==> src/pkg/sarrd_pkg.sv <==
// Constants shared by the converter end and the host end of the serial readout.
// Assumes one 10 MHz system clock per end; link pins are sampled, never clocked on.
//
// Summary of operation
// - Trigger rise samples SDI: high chip-select, low chain
// - SDI tied high selects 3-wire chip-select
// - Host waits max conversion time without busy
// - Busy bit on SDO; host flushes one extra clock
// - Chip-select busy if trigger or SDI low at end
// - Chain busy enabled when SCLK high at trigger rise
// - Host keeps SCLK, SDI quiet around trigger rise
// - Host digital activity after conversion or early half
// - SDO valid both edges; host captures on falling
// - Trigger fall with SCLK high enters shutdown
// - Trigger fall with SCLK low leaves shutdown
// - Chip-select trigger rise converts, releases SDO
// - Conversion completes regardless of trigger level
// - No-busy host returns trigger high before min time
// - Trigger low shows MSB; SCLK falls shift next
// - No-busy release SDO after 16th fall or trigger high
// - Busy host returns trigger low before min time
// - Busy mode drives SDO low at conversion end
// - Busy mode releases SDO after 17th fall
// - Four-wire: SDI low after conversion shows MSB; code keeps SDO released while trigger high
// - Chain needs sixteen falls per converter
package sarrd_pkg;
    localparam int SARRD_DATA_W = 16;
    localparam int SARRD_CLK_NS = 100;
    // Conversion window of the device
    localparam int SARRD_TCONV_MIN_NS = 1500;
    localparam int SARRD_TCONV_MAX_NS = 2000;
    localparam int SARRD_CONV_CYC = (SARRD_TCONV_MAX_NS + SARRD_CLK_NS - 1) / SARRD_CLK_NS;
    // Quiet time around a trigger rise
    localparam int SARRD_QUIET_PRE_NS = 25;
    localparam int SARRD_QUIET_POST_NS = 10;
    localparam int SARRD_QUIET_CYC = (SARRD_QUIET_PRE_NS + SARRD_CLK_NS - 1) / SARRD_CLK_NS;
    // Host link clock half period, in system cycles
    // Twice this, one full period, covers both synchronisers and the output register
    localparam int SARRD_SCK_HALF_CYC = 8;
    localparam logic [15:0] SARRD_RESULT_RST = 16'h0000;
    // Host register offsets
    localparam logic [3:0] SARRD_REG_CTRL = 4'h0;
    localparam logic [3:0] SARRD_REG_STAT = 4'h1;
    localparam logic [3:0] SARRD_REG_DATA = 4'h2;
    localparam int SARRD_CTRL_GO = 0;
    localparam int SARRD_CTRL_BUSY = 1;
    localparam int SARRD_CTRL_SHDN = 2;
    localparam int SARRD_CTRL_WAKE = 3;
    typedef enum logic [1:0] {SARRD_MODE_CS, SARRD_MODE_CHAIN} sarrd_mode_t;
endpackage

==> src/pkg/sarrd_if.sv <==
// Link wires between converter end and host end.
// Assumes the host end resolves SDO from its data and enable.
`timescale 1ns/10ps
`default_nettype none
interface sarrd_if;
    logic conversion_trigger;
    logic sclk;
    logic sdi;
    logic sdo;
    logic sdo_oe;
    modport dev (input conversion_trigger, input sclk, input sdi, output sdo, output sdo_oe);
    modport host (output conversion_trigger, output sclk, output sdi, input sdo, input sdo_oe);
endinterface
`default_nettype wire

==> src/hdl/sarrd_sync.sv <==
// Three-stage pin synchroniser with agreement filter.
// Assumes an asynchronous input.
`timescale 1ns/10ps
`default_nettype none
module sarrd_sync #(
    parameter logic RST_VAL = 1'b0
) (
    input wire logic clk_i,
    input wire logic rstn_i,
    input wire logic d_i,
    output logic q_o
);
    logic [2:0] s_r;
    always_ff @(posedge clk_i or negedge rstn_i) begin
        if (!rstn_i) begin
            // Reset to the pin's idle level so no false edge follows reset
            s_r <= {3{RST_VAL}};
        end else begin
            s_r <= {s_r[1:0], d_i};
        end
    end
    // First stage feeds only the second
    always_ff @(posedge clk_i or negedge rstn_i) begin
        if (!rstn_i) begin
            q_o <= RST_VAL;
        end else if (s_r[1] == s_r[2]) begin
            q_o <= s_r[2];
        end
    end
endmodule
`default_nettype wire

==> src/hdl/sarrd_dev.sv <==
// Converter end: mode pick, internal conversion timer, shift-out, shutdown.
// Assumes link pins from another domain; result word is given on a port.
`timescale 1ns/10ps
`default_nettype none
module sarrd_dev
    import sarrd_pkg::*;
#(
    parameter int DATA_W = SARRD_DATA_W
) (
    input wire logic clk_i,
    input wire logic rstn_i,
    sarrd_if.dev link,
    input wire logic [DATA_W-1:0] sample_i,
    output logic converting_o,
    output logic shutdown_o,
    output logic chain_mode_o,
    output logic busy_en_o
);
    localparam int CNT_W = $clog2(SARRD_CONV_CYC + 1);
    typedef enum logic [1:0] {SARRD_ACQ, SARRD_CONV, SARRD_READ} sarrd_dstate_t;
    sarrd_dstate_t st_r;
    logic trg, sck, sdi, trg_d_r, sck_d_r;
    logic [CNT_W-1:0] cnt_r;
    logic [DATA_W:0] sh_r;
    logic [5:0] nfall_r;
    logic sdo_r, oe_r;
    // Trigger idles high
    sarrd_sync #(.RST_VAL(1'b1)) u_trg (.clk_i(clk_i), .rstn_i(rstn_i),
        .d_i(link.conversion_trigger), .q_o(trg));
    sarrd_sync u_sck (.clk_i(clk_i), .rstn_i(rstn_i), .d_i(link.sclk), .q_o(sck));
    sarrd_sync u_sdi (.clk_i(clk_i), .rstn_i(rstn_i), .d_i(link.sdi), .q_o(sdi));
    wire trg_rise = trg & ~trg_d_r;
    wire trg_fall = ~trg & trg_d_r;
    wire sck_fall = ~sck & sck_d_r;
    wire conv_done = (st_r == SARRD_CONV) && (cnt_r == CNT_W'(SARRD_CONV_CYC - 1));
    always_ff @(posedge clk_i or negedge rstn_i) begin
        if (!rstn_i) begin
            trg_d_r <= 1'b1;
            sck_d_r <= 1'b0;
        end else begin
            trg_d_r <= trg;
            sck_d_r <= sck;
        end
    end
    // ==========================================================
    // Shutdown
    always_ff @(posedge clk_i or negedge rstn_i) begin
        if (!rstn_i) begin
            shutdown_o <= 1'b0;
        end else if (trg_fall && st_r != SARRD_CONV) begin
            shutdown_o <= sck;
        end
    end
    // ==========================================================
    // Mode and busy selection
    always_ff @(posedge clk_i or negedge rstn_i) begin
        if (!rstn_i) begin
            chain_mode_o <= 1'b0;
            busy_en_o <= 1'b0;
        end else if (trg_rise && st_r != SARRD_CONV && !shutdown_o) begin
            chain_mode_o <= ~sdi;
            busy_en_o <= ~sdi & sck;
        end else if (conv_done && !chain_mode_o) begin
            busy_en_o <= ~trg | ~sdi;
        end
    end
    // ==========================================================
    // Conversion timer; runs on whatever the trigger does
    always_ff @(posedge clk_i or negedge rstn_i) begin
        if (!rstn_i) begin
            st_r <= SARRD_ACQ;
            cnt_r <= '0;
        end else begin
            case (st_r)
                SARRD_ACQ, SARRD_READ: begin
                    cnt_r <= '0;
                    if (trg_rise && !shutdown_o) begin
                        st_r <= SARRD_CONV;
                    end
                end
                SARRD_CONV: begin
                    cnt_r <= cnt_r + CNT_W'(1);
                    if (conv_done) begin
                        st_r <= SARRD_READ;
                    end
                end
                default: st_r <= SARRD_ACQ;
            endcase
        end
    end
    assign converting_o = (st_r == SARRD_CONV);
    // ==========================================================
    // Shift register and SDO
    // Busy bit sits above the data so one extra fall flushes it
    always_ff @(posedge clk_i or negedge rstn_i) begin
        if (!rstn_i) begin
            sh_r <= '0;
            nfall_r <= 6'h0;
        end else if (conv_done) begin
            sh_r <= {1'b0, sample_i};
            nfall_r <= 6'h0;
        end else if (st_r == SARRD_READ && sck_fall) begin
            sh_r <= {sh_r[DATA_W-1:0], sdi};
            nfall_r <= nfall_r + 6'h1;
        end
    end
    wire [5:0] last_fall = busy_en_o ? 6'(DATA_W + 1) : 6'(DATA_W);
    wire sel = chain_mode_o ? 1'b1 : (busy_en_o ? 1'b1 : ~trg);
    always_ff @(posedge clk_i or negedge rstn_i) begin
        if (!rstn_i) begin
            oe_r <= 1'b0;
            sdo_r <= 1'b0;
        end else if (chain_mode_o) begin
            oe_r <= 1'b1;
            sdo_r <= (st_r == SARRD_READ) ? (busy_en_o ? sh_r[DATA_W] : sh_r[DATA_W-1])
                                          : (~trg & ~sdi);
        end else if (st_r == SARRD_CONV || (trg_rise && !shutdown_o)) begin
            oe_r <= conv_done & busy_en_o;
            sdo_r <= 1'b0;
        end else if (st_r == SARRD_READ && sel && trg_d_r == trg && !(busy_en_o && trg)) begin
            oe_r <= (nfall_r < last_fall);
            sdo_r <= busy_en_o ? sh_r[DATA_W] : sh_r[DATA_W-1];
        end else begin
            oe_r <= ~trg & ~sdi & ~(st_r == SARRD_READ);
            sdo_r <= 1'b0;
        end
    end
    assign link.sdo = sdo_r;
    assign link.sdo_oe = oe_r;
endmodule
`default_nettype wire

==> src/flat_wrapper.sv <==
// flat-port wrapper written by rule: the top's interface ports become plain ports
module sarrd_dev_flat import sarrd_pkg::*;
#(
    parameter int DATA_W = SARRD_DATA_W
)
  (clk_i, rstn_i, sample_i, converting_o, shutdown_o, chain_mode_o, busy_en_o, link_conversion_trigger, link_sclk, link_sdi, link_sdo, link_sdo_oe);
  sarrd_if link_i ();
  input wire logic clk_i;
  input wire logic rstn_i;
  input wire logic [DATA_W-1:0] sample_i;
  output logic converting_o;
  output logic shutdown_o;
  output logic chain_mode_o;
  output logic busy_en_o;
  input wire logic [$bits(link_i.conversion_trigger)-1:0] link_conversion_trigger;
  input wire logic [$bits(link_i.sclk)-1:0] link_sclk;
  input wire logic [$bits(link_i.sdi)-1:0] link_sdi;
  output wire logic [$bits(link_i.sdo)-1:0] link_sdo;
  output wire logic [$bits(link_i.sdo_oe)-1:0] link_sdo_oe;
  assign link_i.conversion_trigger = link_conversion_trigger;
  assign link_i.sclk = link_sclk;
  assign link_i.sdi = link_sdi;
  assign link_sdo = link_i.sdo;
  assign link_sdo_oe = link_i.sdo_oe;
  sarrd_dev #(.DATA_W(DATA_W)) u_core (.clk_i(clk_i), .rstn_i(rstn_i), .link(link_i), .sample_i(sample_i), .converting_o(converting_o), .shutdown_o(shutdown_o), .chain_mode_o(chain_mode_o), .busy_en_o(busy_en_o));
endmodule
==> config.mk <==
export PLATFORM = sky130hd
export DESIGN_NAME = sarrd_dev_flat
export DESIGN_NICKNAME = d
export VERILOG_FILES = /design/src/pkg/sarrd_pkg.sv /design/src/pkg/sarrd_if.sv /design/src/hdl/sarrd_sync.sv /design/src/hdl/sarrd_dev.sv /design/src/flat_wrapper.sv
export SDC_FILE = /design/constraint.sdc
export NUM_CORES = 1
export LEC_CHECK = 0
export BUFFER_PORTS_ARGS = -buffer_cell sky130_fd_sc_hd__buf_2
export CORE_ASPECT_RATIO = 0.75
export CORE_MARGIN = 10
export CORE_UTILIZATION = 60
export DETAILED_ROUTE_END_ITERATION = 8
export PLACE_DENSITY = 0.84
export SLEW_MARGIN = 10
export SYNTH_ARGS = -nofsm -noshare
export SYNTH_HDL_FRONTEND = slang
export SYNTH_HIERARCHICAL = 1
export SYNTH_SLANG_ARGS = --single-unit
export TNS_END_PERCENT = 1
==> constraint.sdc <==
create_clock -name clk_i -period 2.7 [get_ports clk_i]
set_input_delay 0.135 -clock clk_i [delete_from_list [all_inputs] [get_ports clk_i]]
set_output_delay 0.135 -clock clk_i [all_outputs]
set_load 0.01 [all_outputs]
# After elaboration in Yosys (flattened, before gate mapping)
# Index checks and enable logic that the tools add are counted.
# classes
addsub	2
order_cmp	1
n_eq_ne	10
mux	21
bitwise_logic	13
reduce_logical	21
# ops
cell	count
$mux 17	2
$mux 1	13
$mux 6	2
$logic_and 1x1->1	11
$pmux 5 s2	1
$and 1x1->1	7
$add 6x1->6 const B	1
$lt 6x6->1	1
$ne 2x1->1 const B	3
$reduce_bool 2->1	3
$add 5x1->5 const B	1
$eq 5x5->1 const B	1
$not 1->1	5
$eq 1x1->1	4
$mux 2	2
$pmux 2 s2	1
$logic_not 1->1	3
$eq 2x1->1 const B	1
$eq 2x2->1 const B	1
$logic_not 2->1	1
$reduce_and 2->1	1
$reduce_or 2->1	1
$logic_or 1x1->1	1
$or 1x1->1	1
# word_totals
register_bits	49
in_bits	21
out_inout_bits	6
elab_cells	85

# Depth between registers and ports, before layout
# Gate-level depths: netlist (run 1).
# logic_depth
word_depth	9
ltp_mapped	7
ltp_nobuf	6

# By module
# Netlist (run 1), hierarchy kept.
# by_module_without_submodules
mod	n_inst	cells_each	area_per_inst_um2	seq_area_each_um2
sarrd_dev	1	170	1805.5	927.1
sarrd_sync at u_core.u_sck ...	2	5	111.4	100.1
sarrd_sync at u_core.u_trg	1	5	116.4	105.1

# Worst setup path before layout (run 1)
# Ideal clock, no wire load.
# synth_timing
path_kind	register to register
start	reg u_core.cnt_r[0]
end	reg u_core.sh_r[0]
setup_time_ns	0.126
arrival_ns	1.403
required_time_ns	2.574
path_slack_ns	1.170
stages_incl_launch_ff	6
path_buffers	1
period_less_slack_ns	1.530
path_cell_list	dfrtp_1 -> ha_1 -> nor2b_4 -> and3_1 -> buf_6 -> a221o_2
# synth_between
elab_chain_len	3
elab_cells_between_ends	4
cone_classes	eq/ne (1); mux (1); reduce/logical (2)
# synth_rtl
item	line_no	source
from (decl)	sarrd_dev.sv:23	logic [CNT_W-1:0] cnt_r;
from (signal assigned)	sarrd_dev.sv:82	cnt_r <= cnt_r + CNT_W'(1);
$eq 5x5->1 (*)	sarrd_dev.sv:35	wire conv_done = (st_r == SARRD_CONV) && (cnt_r == CNT_W'(SARRD_CONV_CYC - 1));
$logic_and 1x1->1 (*)	sarrd_dev.sv:35	
$mux 17 or $reduce_bool 2->1 (tied branches)	n/a	
to (signal assigned)	sarrd_dev.sv:100	sh_r <= {1'b0, sample_i};
to (signal assigned)	sarrd_dev.sv:103	sh_r <= {sh_r[DATA_W-1:0], sdi};
to (decl)	sarrd_dev.sv:24	logic [DATA_W:0] sh_r;
# Every way passes the cells marked *; elsewhere a longest branch is shown, timed or not.
# A chain may end at the register's enable or synchronous reset.

# Final worst setup path (run 1)
# layout_timing
start	reg u_core.cnt_r[0]
end	reg u_core.busy_en_o
# layout_between
elab_chain_len	4
# layout_rtl
item	line_no	source
$eq 5x5->1	sarrd_dev.sv:35	
$logic_and 1x1->1	sarrd_dev.sv:35	
$logic_and 1x1->1	sarrd_dev.sv:63	end else if (conv_done && !chain_mode_o) begin
$reduce_bool 2->1 (no line)	n/a	
to (signal assigned)	sarrd_dev.sv:62	busy_en_o <= ~sdi & sck;
to (signal assigned)	sarrd_dev.sv:64	busy_en_o <= ~trg | ~sdi;
to (decl)	sarrd_dev.sv:17	output logic busy_en_o
# No other way between the ends.

==> results.txt, run 1 <==
----------------------------------------------------
[Clocking]
  Root buffer selected by CTS ... clkbuf_8
  TritonCTS clock tree ... built
  CTS Buffer Depth ... 2
  Clock insertion delay at the later pin of the skew report ... 0.30 ns
  H-Tree Depth ... 2
  Number of clock buffers inserted by TritonCTS ... 5
  Clock-pin slew on the worst setup and hold paths ... 0.09 ns
  CTS resizes ... 0
  Sinks on the clock net ... 49

[Die]
  DIE HEIGHT ... 71.8 um
  Die Footprint ... 6390 um2
  # rows ... 18
  Die Width ... 89.0 um
  Standard cell core area ... 3360 um2
  Initial standard-cell utilization of the core ... 63.9%
  Number of primary I/O pins ... 27

[Global routing]
  Number of antenna violations at the first check in global routing ... 0
  Global-route congestion overflow total ... 0
  Maximum number of pins on one net before global-route repair ... 50
  Global-route wire length before repair ... 6.53 mm
  Via count of the first global-routing pass ... 1437
  Total GRT Usage ... 13.1%

[Timing]
  Setup repair after global routing missed its margin ... no
  Count of endpoints failing hold in the final timing report ... 0
  Max-slew headroom at the worst pin ... 32.9%
  Period minus WS final ... 2.05 ns
  Count of endpoints failing setup in the final report ... 0
  Max Transition Viols Final ... 0
  Minimum hold slack ... 0.00384 ns
  Transition at the pin with the smallest max-transition slack ... 1.01 ns
  Max Freq ... 0.487 GHz
  Setup tns final ... 0 ns
  Final worst path period share ... 76.0%
  Final worst setup slack ... 0.647 ns
  Clock skew after layout ... 0.00945 ns

[Synth]
  Mean instance size in the synthesized netlist ... 11.6 um2
  Area share of xor/xnor cells in the synthesized design ... 3.27%
  Largest family of logic cells by synthesized area ... simple AND/OR/NAND/NOR gates
  Simple-gate portion of the synthesized area ... 17.9%
  FFs w/ async S/R, synth ... 100%
  Syn Std Cell Area ... 2140 um2
  Fraction of the mapped netlist area in adder cells ... 3.91%
  Flop and latch count out of synthesis ... 49
  Sequential cell area fraction in the yosys report ... 57.5%
  Share of cell area taken by muxes after synthesis ... 1.46%
  Post-Syn Instances ... 185
  Prevailing post-synth register cell ... dfrtp_1
  Compound-gate portion of the synthesized area ... 10.9%
  Net count of the mapped netlist ... 210
  Library cells used by synthesis ... 41
  Number of enable flip-flop cells after synthesis ... 0
  Number of warnings issued by yosys ... 6

[Run]
  Number of max-cap violations ... 0

[Pwr]
  Combinational share of power ... 20.7%
  Overall power of the completed layout ... 1980 uW
  Share of total power in the clock network ... 26.6%
  Leakage component of the power ... 0.00111 uW
  Proportion of total power due to net switching ... 28.9%
  Part of the power in registers ... 52.7%
  Pwr Density ... 833 nW/um2
  Net load switching power ... 572 uW
  Internal power summed over all cells ... 1410 uW
  Worst VDD drop ... 475 uV

[Worst setup path]
  Endpoint class of the critical path ... flop
  CP arrival ... 2.24 ns
  Required time at the endpoint of the critical path ... 2.89 ns
  Startpoint type of the worst setup path ... flop
  Critical path startpoint ... u_core/cnt_r[0]
  Critical path type ... flop to flop
  FF-to-FF Start ... u_core/cnt_r[0]
  Critical Path Fanout Max ... 26

[Place]
  Total cell area at the placement stage ... 2230 um2
  Placer's final routability congestion estimate ... 0.774
  Detailed placer's ending HPWL ... 2.70 mm
  IO buf count ... 26
  Worst-case setup slack after placement ... 0.662 ns

[Routing]
  Met1 wire length ... 1.82 mm
  Residual DRC count ... 0
  DR iter-0 viols ... 133
  Pre-antenna DRT Iters ... 4
  ANT nets after route ... 0
  Top routing layer in use ... met4
  Wire length after detailed routing ... 3.85 mm
  Routed wl met2 ... 1.75 mm
  Vias per std cell ... 5.58
  Detail-routed net length per standard cell ... 15.2 um
  Met3 Wirelength ... 185 um
  Routed vias ... 1417

[Cells and area]
  Area growth syn-to-layout ... 11.0%
  Fraction of final layout cells with drive strength greater than 1 ... 24.3%
  Design area ... 2380 um2
  Layout filler cell count ... 230
  Number of nets in the layout ... 238
  Number of antenna repair diodes ... 0

[Status]
  Status ... finished, final reports clean

[Min path]
  Class of the most critical hold timing path ... primary input to async pin

----------------------------------------------------
## power by group through the flow
stage | Combinational [uW] | Clock, uW | Sequential (uW)
after floorplan | 301 | 0 | 1030
after detailed placement | 413 | 0 | 1060
after global routing | 469 | 570 | 1080
after CTS | 419 | 538 | 1050
final | 411 | 527 | 1040
after global placement | 389 | 0 | 1040
## sequential cells by signal (all words and copies together), names as in the netlist, 2 cells and up
register          cells
u_core/sh_r          17
u_core/nfall_r        6
u_core/cnt_r          5
u_core/u_sck/s_r      3
u_core/u_sdi/s_r      3
u_core/u_trg/s_r      3
u_core/st_r           2
## worst max-delay path: stages (launching register included)
cell	delay, ns
dfrtp_1	0.39
ha_1	0.19
nor2b_4	0.22
and3_1	0.78
and4_1	0.31
nor3_2	0.05
## final timing paths
kind                                  endpoint  slack [ns]  depth (start not counted)
max in group asynchronous      u_core/cnt_r[0]        2.07                          1
max reg2reg                   u_core/busy_en_o        0.65                          5
min in group clk_i             u_core/sh_r[14]        0.06                          3
min                            u_core/sh_r[16]       0.004                          1
min reg2reg                u_core/u_sck/s_r[1]        0.36                          0
max                           u_core/busy_en_o        0.65                          5
## cell usage after synthesis, types with 2 or more instances
master | count | area share [%]
nand3_1 | 2 | 0.47
maj3_2 | 3 | 1.6
a22oi_1 | 15 | 5.3
buf_4 | 3 | 1.1
and2_1 | 4 | 1.2
nand2b_1 | 3 | 0.88
o21ai_0 | 7 | 1.6
dfrtp_1 | 44 | 51
ha_1 | 4 | 2.3
inv_1 | 5 | 0.88
nor2b_1 | 2 | 0.58
dfstp_2 | 5 | 6.1
xor2_1 | 5 | 2.0
a21oi_1 | 2 | 0.47
and3_1 | 2 | 0.58
xnor2_1 | 3 | 1.2
nor2_1 | 6 | 1.1
nand4_1 | 2 | 0.58
mux2i_1 | 2 | 0.93
a221o_2 | 2 | 1.1
nand2_1 | 42 | 7.4
buf_6 | 3 | 1.6
## kinds of logic after synthesis
group                      Yosys count
and+or+nand+nor                     74
DFF                                 49
AOI/OAI and AO/OA                   31
buffers and inverters               13
xor gates and xnor gates             8
adders and majority gates            7
muxes                                3
## timing repair
action                                 4_1_cts  5_1_grt
hold buffers                                 3        0
endpoints found under the hold margin        3        0
buffers inserted                             0        0
## cell usage in the layout, fill, tap and decap left out, types with 2 or more instances in the layout
| cell | n |
|---|---|
| xor2_1 | 5 |
| ha_1 | 4 |
| nand2_1 | 42 |
| nor2b_1 | 2 |
| mux2i_1 | 2 |
| inv_1 | 5 |
| nor2_1 | 6 |
| maj3_2 | 3 |
| dlygate4sd3_1 | 3 |
| dfstp_2 | 5 |
| nand2b_1 | 3 |
| and3_1 | 2 |
| dfrtp_1 | 44 |
| nand4_1 | 2 |
| a21oi_1 | 2 |
| nand3_1 | 2 |
| and2_1 | 4 |
| a22oi_1 | 15 |
| clkbuf_8 | 6 |
| buf_2 | 26 |
| a221o_2 | 2 |
| o21ai_0 | 7 |
| xnor2_1 | 3 |
## through the flow
stage               utilization [%]  instances
detailed placement             66.6        243
floorplan                         -        185
CTS                            70.9        254
global placement               66.6        243
finish                         70.9        254
global route                   70.9        254
## layout make-up
| class | instances | area (um2) | share of cell area (%) |
|---|---|---|---|
| flip-flops and latches | 49 | 1230 | 51.8 |
| multi-input cells | 123 | 802 | 33.7 |
| repair buffers | 29 | 160 | 6.73 |
| clock buffers | 7 | 86.3 | 3.63 |
| well taps | 40 | 50.0 | 2.10 |
| clock inverters | 1 | 30.0 | 1.26 |
| inverters | 5 | 18.8 | 0.789 |
## metal layers
layer | vias to the layer above | global-route usage (%)
li1 | 692 | -
met1 | 676 | 16.4
met2 | 37 | 19.8
met3 | 12 | 4.86
met4 | 0 | 5.46
met5 | - | 0
Note: power is estimated with default switching activity, not from simulation.
==> run 2, diff against run 1 <==
- CORE_UTILIZATION: 60 -> 51
- PLACE_DENSITY: 0.84 -> 0.76
- clock period: 2.7 -> 1.6 ns (I/O delays scaled with it)
==> results.txt, run 2 (synthesis results as in run 1) <==
----------------------------------------------------
[Worst setup path]
  Critical path depth ... 6 (+1)
  Startpoint type of the worst setup path ... flop
  Critical Path Fanout Max ... 9 (-65%)
  Internal reg-to-reg setup slack ... 0.02 ns (-0.63 ns)
  Endpoint class of the critical path ... flop
  Slowest library cell on the worst path ... dfrtp_1
  FF-to-FF Start ... u_core/cnt_r[0]
  Critical path type ... flop to flop
  Endpoint of the worst-slack reg-to-reg timing path ... u_core/sh_r[6]
  Critical path startpoint ... u_core/cnt_r[0]
  CP arrival ... 1.77 ns (-0.47 ns)
  Cell class contributing the biggest share of worst-path delay ... simple AND/OR/NAND/NOR gates
  Critical path's largest stage delay ... 0.41 ns (-0.37 ns)
  Ordered list of cells on the worst path ... ha_1, nor2b_4, and3_4, buf_4, a22oi_1, nand2_1
  Worst r2r path cells ... 6 (+1)
  Required time at the endpoint of the critical path ... 1.79 ns (-1.10 ns)
  Number of buffer and inverter stages on the critical path ... 1 (+1)
  Last element of the critical path ... u_core/sh_r[6]

[Clocking]
  Clock insertion delay at the later pin of the skew report ... 0.31 ns (about the same)
  Clock-pin slew on the worst setup and hold paths ... 0.09 ns (about the same)
  Number of clock buffers inserted by TritonCTS ... 5 (unchanged)
  H-Tree Depth ... 2 (unchanged)
  Sinks on the clock net ... 49 (unchanged)
  CTS Buffer Depth ... 2 (unchanged)
  Root buffer selected by CTS ... clkbuf_8
  Setup fix buffers added after clock tree synthesis ... 0 (unchanged)
  TritonCTS clock tree ... built

[Routing]
  Pre-antenna DRT Iters ... 4 (unchanged)
  ANT nets after route ... 0 (unchanged)
  Residual DRC count ... 0 (unchanged)
  Wire length after detailed routing ... 4.49 mm (+16%)
  Detail-routed net length per standard cell ... 15.6 um (+2.7%)
  Vias per std cell ... 5.15 (-7.6%)
  DR iter-0 viols ... 101 (-24%)
  Routed vias ... 1484 (+4.7%)

[Place]
  Placer's final routability congestion estimate ... 0.808 (+4.4%)
  Detailed placer's ending HPWL ... 3.07 mm (+13%)
  IO buf count ... 26 (unchanged)

[Timing]
  Setup repair after global routing missed its margin ... yes
  Clock skew after layout ... 0.00549 ns (-0.00396 ns)
  Max Transition Viols Final ... 0 (unchanged)
  Final worst path period share ... 98.6% (+23 points)
  Transition at the pin with the smallest max-transition slack ... 0.452 ns (-0.554 ns)
  Minimum hold slack ... 0.00228 ns (-0.00156 ns)
  Count of endpoints failing setup in the final report ... 0 (unchanged)
  Period minus WS final ... 1.58 ns (-0.475 ns)
  Setup tns final ... 0 ns (unchanged)
  Max-slew headroom at the worst pin ... 69.9% (+37 points)
  Count of endpoints failing hold in the final timing report ... 0 (unchanged)
  Max Freq ... 0.634 GHz (+30%)

[Die]
  Die Footprint ... 7230 um2 (+13%)
  Number of primary I/O pins ... 27 (unchanged)
  Die Width ... 94.9 um (+6.6%)
  Standard cell core area ... 4050 um2 (+21%)
  Initial standard-cell utilization of the core ... 52.9% (-11 points)
  DIE HEIGHT ... 76.2 um (+6.1%)
  # rows ... 20 (+2)

[Pwr]
  Pwr Density ... 1350 nW/um2 (+62%)
  Leakage component of the power ... 0.00121 uW (+9.0%)
  Worst VDD drop ... 934 uV (+97%)

[Cells and area]
  Top register by number of flip-flops ... u_core/sh_r
  Most common cell after layout, fill and taps aside ... dfrtp_1
  Max FFs per register ... 17 (unchanged)
  Area growth syn-to-layout ... 21.8%
  Number of antenna repair diodes ... 0 (unchanged)
  Biggest registers after layout ... u_core/sh_r (17), u_core/nfall_r (6), u_core/cnt_r (5)
  Number of nets in the layout ... 257 (+8.0%)
  Layout filler cell count ... 314 (+37%)
  Leading cell types in the layout, fill and taps excluded ... dfrtp_1, nand2_1, buf_2
  Fraction of final layout cells with drive strength greater than 1 ... 33.0% (+8.7 points)

[Global routing]
  Total GRT Usage ... 13.1% (about the same)
  Number of antenna violations at the first check in global routing ... 0 (unchanged)
  Global-route congestion overflow total ... 0 (unchanged)
  Via count of the first global-routing pass ... 1612 (+12%)
  Maximum number of pins on one net before global-route repair ... 31 (-38%)
  Global-route wire length before repair ... 7.58 mm (+16%)

[Status]
  Status ... finished, final reports clean

[Min path]
  Class of the most critical hold timing path ... primary input to flop

[Run]
  Number of max-cap violations ... 0 (unchanged)

----------------------------------------------------
==> run 2: repair_timing <==
| action | CTS | global route |
|---|---|---|
| hold buffers | 6 | 0 |
| gates resized for setup | 2 | 7 |
| setup endpoints to repair | 15 | 8 |
| pin swaps | 0 | 1 |
| hold endpoints to repair | 24 | 0 |
==> run 2: worst min-delay path by stage <==
| stage | cells after the start | end | startpoint | slack, ns |
|---|---|---|---|---|
| after floorplan | 0 | u_core/busy_en_o | rstn_i | -0.22 |
| after global placement | 1 | u_core/link.sdo | rstn_i | 0.06 |
| after detailed placement | 1 | u_core/nfall_r[1] | rstn_i | 0.06 |
| after CTS | 3 | u_core/sh_r[5] | sample_i[5] | 0.001 |
| after global routing | 3 | u_core/sh_r[13] | sample_i[13] | 0.006 |
| final | 3 | u_core/sh_r[15] | sample_i[15] | 0.002 |
==> run 2: power by group <==
group	internal, uW	total, uW	switching [uW]
registers	1520	1770	241
logic	446	869	424
clock network	468	885	417
total	2440	3520	1080
==> run 2: final cells by class <==
cell class,count,area (um2),share of cell area (%)
clock inverters,3,46.3,1.77
clock buffers,5,68.8,2.64
inverters,5,18.8,0.719
multi-input cells,123,841,32.2
flip-flops and latches,49,1230,47.2
repair buffers,48,335,12.8
well taps,55,68.8,2.64
==> run 2: metal layers <==
metal  wire length (um)  global-route usage [%]  vias to the layer above  share of wire, %
li1                   -                       -                      724                 -
met1               2140                    16.3                      713                48
met2               2090                    20.4                       40                46
met3                188                    3.84                        7               4.2
met4                 73                    5.67                        0               1.6
met5                  0                       0                        -                 0
==> run 2: per-stage QoR <==
step	utilization [%]	cell area, um2	worst slack, ns	power (uW)	cells
after floorplan	-	2140	0.0702	2240	185
after global placement	59.1	2400	0.0546	2550	274
after detailed placement	59.1	2400	-0.0400	2600	274
after CTS	63.6	2580	0.0316	3500	288
after global routing	64.4	2610	-0.0173	3730	288
final	64.4	2610	0.0221	3520	288
==> run 2: worst reg2reg max path: cells and delay by family, from the launching register on <==
family                   cells  cell delay [ns]
AO/OA/AOI/OAI                1             0.20
flip-flops                   1             0.41
buffers and inverters        1             0.17
adder cells (fa/ha/maj)      1             0.24
AND/OR/NAND/NOR              3             0.44
==> run 3, diff against run 2 <==
- ABC_AREA: default -> 1
- CORE_UTILIZATION: 51 -> 57
- PLACE_DENSITY: 0.76 -> 0.81
- clock period: 1.6 -> 1.8 ns (I/O delays scaled with it)
==> results.txt, run 3 <==
----------------------------------------------------
[Worst setup path]
  Critical Path Fanout Max ... 5 (-4)
  Internal reg-to-reg setup slack ... 0.33 ns (+0.31 ns)
  Endpoint of the worst-slack reg-to-reg timing path ... u_core/busy_en_o
  Startpoint type of the worst setup path ... flop
  Critical path startpoint ... u_core/u_trg/q_o
  CP arrival ... 1.66 ns (-0.11 ns)
  Worst r2r path cells ... 8 (+2)
  Required time at the endpoint of the critical path ... 1.99 ns (+0.20 ns)
  FF-to-FF Start ... u_core/u_trg/q_o
  Endpoint class of the critical path ... flop
  Last element of the critical path ... u_core/busy_en_o
  Critical path type ... flop to flop

[Global routing]
  Total GRT Usage ... 13.4% (+0.29 points)
  Maximum number of pins on one net before global-route repair ... 23 (-26%)
  Via count of the first global-routing pass ... 1658 (+2.9%)
  Global-route wire length before repair ... 7.34 mm (-3.1%)
  Global-route congestion overflow total ... 0 (unchanged)
  Number of antenna violations at the first check in global routing ... 0 (unchanged)

[Synth]
  Flop and latch count out of synthesis ... 49 (unchanged)
  Library cells used by synthesis ... 25 (-39%)
  Area share of the largest cell type after synthesis ... 50.5% (-0.83 points)
  Most numerous cell in the Yosys netlist ... nand2_1
  Syn Std Cell Area ... 2180 um2 (+1.6%)
  FFs w/ async S/R, synth ... 100% (unchanged)
  Prevailing post-synth register cell ... dfrtp_1
  Post-Syn Instances ... 243 (+31%)
  Number of enable flip-flop cells after synthesis ... 0 (unchanged)
  Most used standard cells in the synthesized netlist ... nand2_1, dfrtp_1, nand3_1
  Mean instance size in the synthesized netlist ... 8.97 um2 (-23%)
  Leading post-synthesis cells by cell area ... dfrtp_1, nand2_1, nand3_1
  Biggest area consumer among synthesized cells ... dfrtp_1
  Sequential cell area fraction in the yosys report ... 56.5% (-0.92 points)
  Net count of the mapped netlist ... 268 (+28%)
  Number of warnings issued by yosys ... 6 (unchanged)

[Cells and area]
  Number of antenna repair diodes ... 0 (unchanged)
  Most common cell after layout, fill and taps aside ... nand2_1
  Storage cell area ... 1230 um2 (unchanged)
  Leading cell types in the layout, fill and taps excluded ... nand2_1, dfrtp_1, nand3_1
  Biggest registers after layout ... u_core/sh_r (17), u_core/nfall_r (6), u_core/cnt_r (5)
  Final std cells w/o fill ... 334 (+16%)
  Max FFs per register ... 17 (unchanged)
  Fraction of final layout cells with drive strength greater than 1 ... 19.1% (-14 points)
  Area of the multi-input gates ... 812 um2 (-3.4%)
  Top register by number of flip-flops ... u_core/sh_r
  Layout Utilization ... 69.3% (+4.9 points)
  Number of nets in the layout ... 306 (+19%)
  Layout filler cell count ... 296 (-5.7%)
  Area growth syn-to-layout ... 16.5%

[Routing]
  Detail-routed net length per standard cell ... 12.6 um (-19%)
  Vias per std cell ... 5.10 (-1.1%)
  Wire length after detailed routing ... 4.22 mm (-6.0%)
  DR iter-0 viols ... 105 (+4.0%)
  Routed vias ... 1702 (+15%)
  ANT nets after route ... 0 (unchanged)
  Pre-antenna DRT Iters ... 4 (unchanged)
  Residual DRC count ... 0 (unchanged)

[Timing]
  Minimum hold slack ... 0.00591 ns (+0.00363 ns)
  Transition at the pin with the smallest max-transition slack ... 0.472 ns (+0.0200 ns)
  Max Transition Viols Final ... 0 (unchanged)
  Max Freq ... 0.681 GHz (+7.5%)
  Count of endpoints failing setup in the final report ... 0 (unchanged)
  Setup repair after global routing missed its margin ... no
  Setup tns final ... 0 ns (unchanged)
  Period minus WS final ... 1.47 ns (-0.110 ns)
  Max-slew headroom at the worst pin ... 68.5% (-1.3 points)
  Clock skew after layout ... 0.00850 ns (+0.00301 ns)
  Count of endpoints failing hold in the final timing report ... 0 (unchanged)
  Final worst path period share ... 81.5% (-17 points)

[Run]
  Number of max-cap violations ... 0 (unchanged)

[Clocking]
  H-Tree Depth ... 2 (unchanged)
  CTS Buffer Depth ... 2 (unchanged)
  Clock insertion delay at the later pin of the skew report ... 0.30 ns (about the same)
  Post-CTS Hold Buffers ... 5 (-1)
  Setup fix buffers added after clock tree synthesis ... 0 (unchanged)
  Root buffer selected by CTS ... clkbuf_8
  Number of clock buffers inserted by TritonCTS ... 5 (unchanged)
  CTS resizes ... 0 (-2)
  Sinks on the clock net ... 49 (unchanged)
  Clock-pin slew on the worst setup and hold paths ... 0.09 ns (about the same)
  TritonCTS clock tree ... built

[Place]
  Placed Cells ... 321 (+17%)
  Detailed placer's ending HPWL ... 3.07 mm (about the same)
  Placer's final routability congestion estimate ... 0.875 (+8.3%)
  IO buf count ... 26 (unchanged)

[Status]
  Status ... finished, final reports clean

[Min path]
  Class of the most critical hold timing path ... primary input to flop

[Die]
  Standard cell core area ... 3660 um2 (-9.7%)
  DIE HEIGHT ... 73.6 um (-3.4%)
  Initial standard-cell utilization of the core ... 59.5% (+6.6 points)
  # rows ... 19 (-5.0%)
  Die Footprint ... 6720 um2 (-7.0%)
  Die Width ... 91.4 um (-3.7%)
  Number of primary I/O pins ... 27 (unchanged)

[Pwr]
  Pwr Density ... 1100 nW/um2 (-18%)
  Worst VDD drop ... 753 uV (-19%)
  Leakage component of the power ... 0.00126 uW (+4.0%)

----------------------------------------------------
## run 3: routing by layer
metal  GRT usage (%)  share of wire [%]  up-vias
met4            4.85                1.2        0
met1            16.9                 49      788
met2            21.6                 45       41
li1                -                  -      866
met3            3.76                5.3        7
met5               0                  0        -
## run 3: worst max-delay path: stages (launching register included)
cell     delay (ns)
dfstp_2        0.57
ha_1           0.15
inv_1          0.03
nor2_1         0.15
nand2_1        0.13
o21ai_0        0.09
o21ai_0        0.10
nand2_1        0.06
o21ai_0        0.07
## run 3: final cells by class
cell class                 count  share of cell area [%]
multi-input combinational    164                    32.0
sequential                    49                    48.5
tap                           52                    2.56
clock buffer                   5                    2.71
clock inverter                 3                    1.82
inverter                      25                    3.79
timing repair buffer          36                    8.58
## run 3: power breakdown
part           switching [uW]  internal, uW
sequential                135          1270
clock                     367           416
combinational             379           231
## run 3: how the worst min path moves through the flow
stage                             from                  end  cells after the start
after floorplan                 rstn_i     u_core/busy_en_o                      0
after global placement          rstn_i       u_core/st_r[1]                      1
after detailed placement        rstn_i  u_core/u_sdi/s_r[2]                      1
after CTS                 sample_i[10]      u_core/sh_r[10]                      3
after global routing      sample_i[10]      u_core/sh_r[10]                      3
final                     sample_i[13]      u_core/sh_r[13]                      3
## run 3: metrics by stage
stage               total power, uW  instance area, um2  worst slack (ns)
floorplan                      1810                2180             0.466
global placement               2010                2370             0.407
detailed placement             2030                2370             0.350
CTS                            2820                2540             0.342
global route                   2990                2540             0.143
finish                         2800                2540             0.332
## run 3: cells by family (layout without fill, tap and decap cells)
group	Yosys count	in the layout	synth area share (%)
buf+inv	30	69	6.20
compound gates	30	30	7.12
flops	49	49	56.5
simple gates	130	130	27.8
fa+ha+maj	4	4	2.30
